### src/common/gpio_fbo_pkg.sv
// Constants for the port function select and bit action block
// **************************************************************
// **************************************************************
package gpio_fbo_pkg;
    localparam logic [7:0]  FUNC_SEL_HIGH_OFS = 8'h24;
    localparam logic [7:0]  BIT_CLEAR_OFS     = 8'h28;
    localparam logic [7:0]  BIT_INVERT_OFS    = 8'h2c;
    localparam logic [7:0]  VHS_ENABLE_OFS    = 8'h3c;
    localparam logic [7:0]  OUTPUT_LEVEL_OFS  = 8'h14;
    localparam logic [7:0]  SPEED_FIELD_OFS   = 8'h40;
    localparam logic [31:0] REG_RESET         = 32'h0000_0000;
    localparam logic [3:0]  FUNC_LAST_COMMON  = 4'h3;
    localparam logic [3:0]  FUNC_LAST_AB      = 4'h7;
    localparam logic [1:0]  SPEED_MAX_FIELD   = 2'h3;
    localparam logic [1:0]  RESP_OKAY         = 2'h0;
    localparam logic [1:0]  RESP_SLVERR       = 2'h2;
    localparam int          PIN_COUNT         = 16;
    localparam int          CODE_W            = 4;
    localparam int          HIGH_PIN_BASE     = 8;
    typedef enum logic [2:0]
    {
        WR_IDLE = 3'h1,
        WR_RESP = 3'h2,
        WR_HOLD = 3'h4
    } wr_state_t;
endpackage

### src/hw/gpio_function_and_bit_ops.sv
// Function select, bit clear/invert and very-high-speed register block
//
// Implementation choice: the AXI4-Lite interface to the registers.
`timescale 1ns/1ps
`default_nettype none
module gpio_function_and_bit_ops
    import gpio_fbo_pkg::*;
#(
    parameter bit HAS_HIGH_FUNCS = 1'b1
)
(
    // Clock and reset
    input  wire logic                i_core_clk,
    input  wire logic                i_rst_b,
    // AXI4-Lite write address
    input  wire logic                i_awvalid,
    output logic                     o_awready,
    input  wire logic [7:0]          i_awaddr,
    // AXI4-Lite write data
    input  wire logic                i_wvalid,
    output logic                     o_wready,
    input  wire logic [31:0]         i_wdata,
    input  wire logic [3:0]          i_wstrb,
    // AXI4-Lite write response
    output logic                     o_bvalid,
    input  wire logic                i_bready,
    output logic [1:0]               o_bresp,
    // AXI4-Lite read address
    input  wire logic                i_arvalid,
    output logic                     o_arready,
    input  wire logic [7:0]          i_araddr,
    // AXI4-Lite read data
    output logic                     o_rvalid,
    input  wire logic                i_rready,
    output logic [31:0]              o_rdata,
    output logic [1:0]               o_rresp,
    // Pin side
    output logic [PIN_COUNT-1:0]     o_output_level,
    output logic [8*8-1:0]           o_high_pin_route,
    output logic [PIN_COUNT-1:0]     o_very_high_speed
);
    // **************************************************************
    // Register storage
    // **************************************************************
    logic [31:0]               pin_function_select_high;
    logic [PIN_COUNT-1:0]      very_high_speed_enable;
    logic [PIN_COUNT-1:0]      output_level;
    logic [2*PIN_COUNT-1:0]    speed_field;
    logic                      aw_held;
    logic                      w_held;
    logic [7:0]                aw_addr;
    logic [31:0]               w_data;
    logic [3:0]                w_strb;
    wr_state_t                 wr_state;
    logic                      do_write;
    logic [31:0]               lane_mask;
    logic                      wr_mapped;
    logic                      wr_size_bad;

    // **************************************************************
    // Write channel
    // **************************************************************
    // Address and data may arrive in either order; each is latched once
    assign o_awready = (wr_state == WR_IDLE) && !aw_held;
    assign o_wready  = (wr_state == WR_IDLE) && !w_held;

    always_ff @(posedge i_core_clk)
    begin
        if (!i_rst_b)
        begin
            aw_held <= 1'b0;
            aw_addr <= 8'h00;
        end
        else if (o_awready && i_awvalid)
        begin
            aw_held <= 1'b1;
            aw_addr <= i_awaddr;
        end
        else if (do_write)
            aw_held <= 1'b0;
    end

    always_ff @(posedge i_core_clk)
    begin
        if (!i_rst_b)
        begin
            w_held <= 1'b0;
            w_data <= REG_RESET;
            w_strb <= 4'h0;
        end
        else if (o_wready && i_wvalid)
        begin
            w_held <= 1'b1;
            w_data <= i_wdata;
            w_strb <= i_wstrb;
        end
        else if (do_write)
            w_held <= 1'b0;
    end

    // Commit happens the cycle both halves are held
    assign do_write = (wr_state == WR_IDLE) && aw_held && w_held;

    // Byte lanes expand to a bit mask for lane-accurate actions
    genvar lane;
    generate
        for (lane = 0; lane < 4; lane++)
        begin : g_lane
            assign lane_mask[lane*8 +: 8] = {8{w_strb[lane]}};
        end
    endgenerate

    always_comb
    begin
        wr_mapped = (aw_addr == FUNC_SEL_HIGH_OFS) ||
                    (aw_addr == BIT_CLEAR_OFS) ||
                    (aw_addr == BIT_INVERT_OFS) ||
                    (aw_addr == VHS_ENABLE_OFS) ||
                    (aw_addr == OUTPUT_LEVEL_OFS) ||
                    (aw_addr == SPEED_FIELD_OFS);
        // Partial word on the speed enable register is refused whole
        wr_size_bad = (aw_addr == VHS_ENABLE_OFS) && (w_strb != 4'hf);
    end

    // Response state: idle, then answer until taken
    always_ff @(posedge i_core_clk)
    begin
        if (!i_rst_b)
        begin
            wr_state <= WR_IDLE;
            o_bvalid <= 1'b0;
            o_bresp  <= RESP_OKAY;
        end
        else
        begin
            case (wr_state)
                WR_IDLE:
                    if (do_write)
                    begin
                        wr_state <= WR_RESP;
                        o_bvalid <= 1'b1;
                        o_bresp  <= (wr_mapped && !wr_size_bad) ?
                                    RESP_OKAY : RESP_SLVERR;
                    end
                WR_RESP:
                    if (i_bready)
                    begin
                        wr_state <= WR_IDLE;
                        o_bvalid <= 1'b0;
                    end
                default:
                begin
                    wr_state <= WR_IDLE;
                    o_bvalid <= 1'b0;
                end
            endcase
        end
    end

    // **************************************************************
    // Register updates
    // **************************************************************
    // Function codes: stored as written, lane by lane
    always_ff @(posedge i_core_clk)
    begin
        if (!i_rst_b)
            pin_function_select_high <= REG_RESET;
        else if (do_write && aw_addr == FUNC_SEL_HIGH_OFS)
            pin_function_select_high <=
                (w_data & lane_mask) |
                (pin_function_select_high & ~lane_mask);
    end

    // Speed enable: only a full word is accepted
    always_ff @(posedge i_core_clk)
    begin
        if (!i_rst_b)
            very_high_speed_enable <= '0;
        else if (do_write && aw_addr == VHS_ENABLE_OFS && !wr_size_bad)
            very_high_speed_enable <= w_data[PIN_COUNT-1:0];
    end

    // Speed fields, a small holding copy so the qualification is visible
    always_ff @(posedge i_core_clk)
    begin
        if (!i_rst_b)
            speed_field <= '0;
        else if (do_write && aw_addr == SPEED_FIELD_OFS)
            speed_field <= (w_data & lane_mask) | (speed_field & ~lane_mask);
    end

    // Output latch: direct write, clear action, invert action.
    // Clear and invert are one-shot; nothing of them is stored.
    always_ff @(posedge i_core_clk)
    begin
        if (!i_rst_b)
            output_level <= '0;
        else if (do_write && aw_addr == OUTPUT_LEVEL_OFS)
            output_level <= (w_data[PIN_COUNT-1:0] & lane_mask[PIN_COUNT-1:0])
                            | (output_level & ~lane_mask[PIN_COUNT-1:0]);
        else if (do_write && aw_addr == BIT_CLEAR_OFS)
            output_level <= output_level &
                ~(w_data[PIN_COUNT-1:0] & lane_mask[PIN_COUNT-1:0]);
        else if (do_write && aw_addr == BIT_INVERT_OFS)
            output_level <= output_level ^
                (w_data[PIN_COUNT-1:0] & lane_mask[PIN_COUNT-1:0]);
    end

    // **************************************************************
    // Pin side outputs
    // **************************************************************
    assign o_output_level = output_level;

    genvar pin;
    generate
        for (pin = 0; pin < PIN_COUNT; pin++)
        begin : g_speed
            // Enable means nothing unless the field is at its maximum
            assign o_very_high_speed[pin] = very_high_speed_enable[pin] &&
                (speed_field[2*pin +: 2] == SPEED_MAX_FIELD);
        end
        for (pin = 0; pin < 8; pin++)
        begin : g_route
            func_route_decode #(
                .HAS_HIGH_FUNCS (HAS_HIGH_FUNCS)
            ) u_dec (
                .i_code  (pin_function_select_high[pin*CODE_W +: CODE_W]),
                .o_route (o_high_pin_route[pin*8 +: 8])
            );
        end
    endgenerate

    // **************************************************************
    // Read channel
    // **************************************************************
    // One read at a time; answer registered the cycle after the address
    assign o_arready = !o_rvalid;

    always_ff @(posedge i_core_clk)
    begin
        if (!i_rst_b)
        begin
            o_rvalid <= 1'b0;
            o_rdata  <= REG_RESET;
            o_rresp  <= RESP_OKAY;
        end
        else if (o_arready && i_arvalid)
        begin
            o_rvalid <= 1'b1;
            o_rresp  <= RESP_OKAY;
            case (i_araddr)
                FUNC_SEL_HIGH_OFS: o_rdata <= pin_function_select_high;
                BIT_CLEAR_OFS:     o_rdata <= REG_RESET;
                BIT_INVERT_OFS:    o_rdata <= REG_RESET;
                VHS_ENABLE_OFS:    o_rdata <= {16'h0000, very_high_speed_enable};
                OUTPUT_LEVEL_OFS:  o_rdata <= {16'h0000, output_level};
                SPEED_FIELD_OFS:   o_rdata <= speed_field;
                default:
                begin
                    o_rdata <= REG_RESET;
                    o_rresp <= RESP_SLVERR;
                end
            endcase
        end
        else if (i_rready)
            o_rvalid <= 1'b0;
    end

    // **************************************************************
    // Checks
    // **************************************************************
    // Clear takes low every set data bit in the lanes that the strobe enables
    clear_effect_a: assert property (
        @(posedge i_core_clk) disable iff (!i_rst_b)
        (do_write && aw_addr == BIT_CLEAR_OFS) |=>
        ((output_level & $past(w_data[PIN_COUNT-1:0]
            & lane_mask[PIN_COUNT-1:0])) == '0))
        else $error("clear left a bit high");

    invert_effect_a: assert property (
        @(posedge i_core_clk) disable iff (!i_rst_b)
        (do_write && aw_addr == BIT_INVERT_OFS) |=>
        (output_level == ($past(output_level) ^ ($past(w_data[PIN_COUNT-1:0])
            & $past(lane_mask[PIN_COUNT-1:0])))))
        else $error("invert result wrong");

    speed_qual_a: assert property (
        @(posedge i_core_clk) disable iff (!i_rst_b)
        o_very_high_speed[0] |-> (speed_field[1:0] == SPEED_MAX_FIELD))
        else $error("very high speed without max field");

    sel_update_a: assert property (
        @(posedge i_core_clk) disable iff (!i_rst_b)
        (do_write && aw_addr == FUNC_SEL_HIGH_OFS && w_strb == 4'hf) |=>
        (pin_function_select_high == $past(w_data)))
        else $error("function select not updated");

    route_zero_a: assert property (
        @(posedge i_core_clk) disable iff (!i_rst_b)
        (pin_function_select_high[3:0] == 4'h0) |->
        (o_high_pin_route[7:0] == 8'h01))
        else $error("code zero does not route function zero");

    // Codes 4 to 7 reach the upper functions only where the port has them
    route_high_a: assert property (
        @(posedge i_core_clk) disable iff (!i_rst_b)
        (pin_function_select_high[3:2] == 2'b01) |->
        ((o_high_pin_route[7:4] != 4'h0) == HAS_HIGH_FUNCS))
        else $error("upper function routing wrong");

    vhs_partial_a: assert property (
        @(posedge i_core_clk) disable iff (!i_rst_b)
        (do_write && aw_addr == VHS_ENABLE_OFS && w_strb != 4'hf) |=>
        ($stable(very_high_speed_enable) && o_bresp == RESP_SLVERR))
        else $error("partial speed write accepted");

    wo_read_zero_a: assert property (
        @(posedge i_core_clk) disable iff (!i_rst_b)
        (o_arready && i_arvalid && (i_araddr == BIT_CLEAR_OFS ||
            i_araddr == BIT_INVERT_OFS)) |=> (o_rvalid && o_rdata == REG_RESET))
        else $error("write-only register read nonzero");

    reset_zero_a: assert property (
        @(posedge i_core_clk)
        !i_rst_b |=> (pin_function_select_high == REG_RESET &&
            very_high_speed_enable == '0))
        else $error("registers not zero after reset");

    // Action bits leave nothing behind: the pin holds between writes
    level_hold_a: assert property (
        @(posedge i_core_clk) disable iff (!i_rst_b)
        !do_write |=> $stable(o_output_level))
        else $error("pin level moved without a write");
endmodule
`default_nettype wire

### src/hw/func_route_decode.sv
// Decoder from a 4-bit function code to a one-hot route select
`timescale 1ns/1ps
`default_nettype none
module func_route_decode
    import gpio_fbo_pkg::*;
#(
    parameter bit HAS_HIGH_FUNCS = 1'b1
)
(
    // Code in
    input  wire logic [CODE_W-1:0] i_code,
    // Route select out
    output logic [7:0]             o_route
);
    // Codes above the port's range and reserved codes route nothing
    always_comb
    begin
        o_route = 8'h00;
        if (i_code <= FUNC_LAST_COMMON)
            o_route[i_code[2:0]] = 1'b1;
        else if (HAS_HIGH_FUNCS && i_code <= FUNC_LAST_AB)
            o_route[i_code[2:0]] = 1'b1;
    end
endmodule
`default_nettype wire

### config.mk
export PLATFORM = sky130hd
export DESIGN_NAME = gpio_function_and_bit_ops
export DESIGN_NICKNAME = d
export VERILOG_FILES = /design/src/common/gpio_fbo_pkg.sv /design/src/hw/gpio_function_and_bit_ops.sv /design/src/hw/func_route_decode.sv
export SDC_FILE = /design/constraint.sdc
export NUM_CORES = 1
export LEC_CHECK = 0
export BUFFER_PORTS_ARGS = -buffer_cell sky130_fd_sc_hd__buf_2
export CORE_MARGIN = 2
export CORE_UTILIZATION = 59
export CTS_CLUSTER_SIZE = 16
export DETAILED_ROUTE_END_ITERATION = 10
export PLACE_DENSITY = 0.87
export SYNTH_ARGS = -nofsm -noshare
export SYNTH_HDL_FRONTEND = slang
export SYNTH_SLANG_ARGS = --single-unit
### constraint.sdc
create_clock -name i_core_clk -period 3.8 [get_ports i_core_clk]
set_clock_uncertainty 0.2 [all_clocks]
set_input_delay 0.76 -clock i_core_clk [delete_from_list [all_inputs] [get_ports i_core_clk]]
set_output_delay 0.76 -clock i_core_clk [all_outputs]
set_load 0.02 [all_outputs]
==> results.md <==
* Max_slew headroom at 37.8%
* Syn Std Cell Area at 8630 µm²
* Remaining routing DRC violations at 0
* Post-synthesis adder-cell area fraction at 2.32%
* Cell with the most instances after synthesis: nand2_1
* Final Hold Fails at 0
* Clock Sinks at 179
* Die width at 125 µm
* IO Pins at 196
* Crit path DAT at 2.78 ns
* Antenna-violating nets left at 0
* DRT Pass-1 Iters at 5
* CTS root buffer: clkbuf_16
* # rows at 44
* Initial Utilization at 59.8%
* Cells after synthesis at 1011
* Setup Total Neg Slack at 0 ns
* Post-synth top area cell: dfxtp_1
* Async set-reset flop share out of synthesis at 0%
* Non-Filler Instances at 1367
* R2R cell count at 6
* Largest net degree at the start of global routing at 120
* Vias post-DR at 8343
* Peak VDD IR at 0.297 mV
* Vert. Die Dim at 125 µm
* Hold Path Class: register to register
* Post-synth top cells: nand2_1 (190), dfxtp_1 (179), a21boi_1 (54), nor2b_1 (54), clkbuf_1 (44)
* CTS buffer count at 17
* CTS tree: done
* CORE AREA at 14400 µm²
* Total Power at 4000 µW
* H-tree levels at 4
* Crit path launch type: register
* N_diodes at 0
* Top-area cell type share of the netlist area at 41.5%
* Destination of the worst hold path: o_rdata[15]$_SDFFE_PN0P_
* Via density at 6.10
* Dpl hpwl at 17.1 mm
* Synth Area in Compound Gates at 21.3%
* Ranking of synthesized cells by area: dfxtp_1 (42%), nand2_1 (8.3%), a21boi_1 (4.7%)
* Gr usage total at 30.7%
* GPL Wtd Cong at 0.914
* Power density over cell area at 392 nW/µm²
* Layout cells sized above 1 at 20.9%
* # setup viols final at 0
* Max clock buf depth at 2
* First-pass GRT wire length at 39.0 mm
* R2R Setup Slk at 1.18 ns
* Die ar. at 15600 µm²
* Mux cell area share after synthesis at 4.64%
* Simple-gate share of the synthesized area at 26.3%
* Post-layout net count at 1246
* Final core utilization at 70.8%
* RSZ-0062 raised after global routing: false
* Top FF cell, synth: dfxtp_1
* Run status: finished, final reports clean
* Max cap viols at 0
* Initial antenna violation count at 0
* F_max at 0.382 GHz
* XOR/XNOR share of the synthesized area at 0%
* Hold Path Depth at 2
* Slew at the pin closest to its max-slew limit at 0.933 ns
* Slew Limit Fails at 0
* Number of global-route vias before repair at 7653
* Tcrit/Tclk final at 69.0%
* Main combinational cell family by area after synthesis: simple AND/OR/NAND/NOR gates
* Worst hold start: o_rdata[15]$_SDFFE_PN0P_
* Largest fanout on the critical path at 17
* Yosys reg bits at 179
* Crit path required time at 3.96 ns
* CP Class: register to register
* Worst flop-to-flop path startpoint: o_bvalid$_SDFFE_PN0P_
* Distinct cells, synth at 56
* Setup crit end kind: register
* Layout area overhead at 18.3%
* Synth warn at 0
* Worst skew pair latency at 0.43 ns
* Resize count post-CTS at 0
* Critical path origin: o_bvalid$_SDFFE_PN0P_
* Post-CTS Setup Inserts at 0
* Fin Hold WS at 0.258 ns
* Port Buffers at 193
* Clock-pin slew on the worst setup and hold paths at 0.07 ns
* Min Clock Period, post-route at 2.62 ns
* Grt ovf at 0
* Final wirelength at 24.4 mm
* # hold bufs at CTS at 0
* Dpl cells at 1336
* Starting DRT DRC Count at 937
* Pleak at 0.00457 µW
* Sequential fraction of the synthesis area at 41.5%
* Synth Area per Inst at 8.54 µm²
* Reg-to-Reg End: very_high_speed_enable[2]$_SDFFE_PN0P_
* EDFF count, synth at 0
* Wirelength per Cell at 17.8 µm
[logic make-up after synthesis]
logic type | Yosys count
and+or+nand+nor | 455
muxes | 40
AOI/OAI and AO/OA | 251
DFF | 179
adders and majority gates | 16
other | 1
buffers and inverters | 69
[worst max path at each step]
stage / cells past startpoint / slack, ns / endpoint
5_1_grt: 4 / 0.94 / register
6_report: 6 / 1.18 / very_high_speed_enable[2]$_SDFFE_PN0P_
4_1_cts: 6 / 1.23 / very_high_speed_enable[2]$_SDFFE_PN0P_
3_3_place_gp: 6 / 0.96 / o_rresp[1]$_SDFFE_PN0P_
2_1_floorplan: 4 / 1.34 / o_rdata[12]$_SDFFE_PN0P_
3_5_place_dp: 6 / 0.92 / o_rresp[1]$_SDFFE_PN0P_
[final cells by class]
class	instances	area, µm²
clock buffer	21	450
sequential	179	3580
inverter	4	28.8
fill	1133	4210
tap	184	230
timing repair buffer	205	1070
multi-input combinational	764	4720
clock inverter	10	124
[per-stage QoR]
step	instance area (µm²)	setup slack (ns)
2_1_floorplan	8630	1.34
3_3_place_gp	9640	0.956
3_5_place_dp	9640	0.921
4_1_cts	10200	1.23
5_1_grt	10200	0.937
6_report	10200	1.18
[worst max-delay path: stages, from the launching register on]
cell      delay [ns]
dfxtp_1         0.35
nand4b_1        0.37
nor4b_1         0.36
buf_4           0.25
and2_1          0.66
nand2_1         0.18
a21boi_1        0.18
[layer usage]
layer	wire, µm	vias to the layer above	GRT usage, %
li1	-	3934	-
met1	10300	3915	41.4
met2	11200	421	48.2
met3	2090	73	6.50
met4	770	0	12.7
met5	0	-	0
[cells in the final DEF, fill, tap and decap left out, types with 35 or more instances in the layout]
cell / Yosys / routed
a21boi_1: 54 / 54
nand3_1: 36 / 36
nor3_1: 36 / 35
mux2i_1: 40 / 40
buf_2: 10 / 192
nor2b_1: 54 / 54
o21ai_1: 38 / 38
a22o_1: 41 / 41
dfxtp_1: 179 / 179
nor2_1: 43 / 42
nand2_1: 190 / 190
[where the power goes]
group          switching (µW)  leakage (µW)  internal, µW
clock                     735      0.000275           990
sequential               63.8       0.00145          1920
combinational             176       0.00284           111
(Power assumes the default switching activity.)
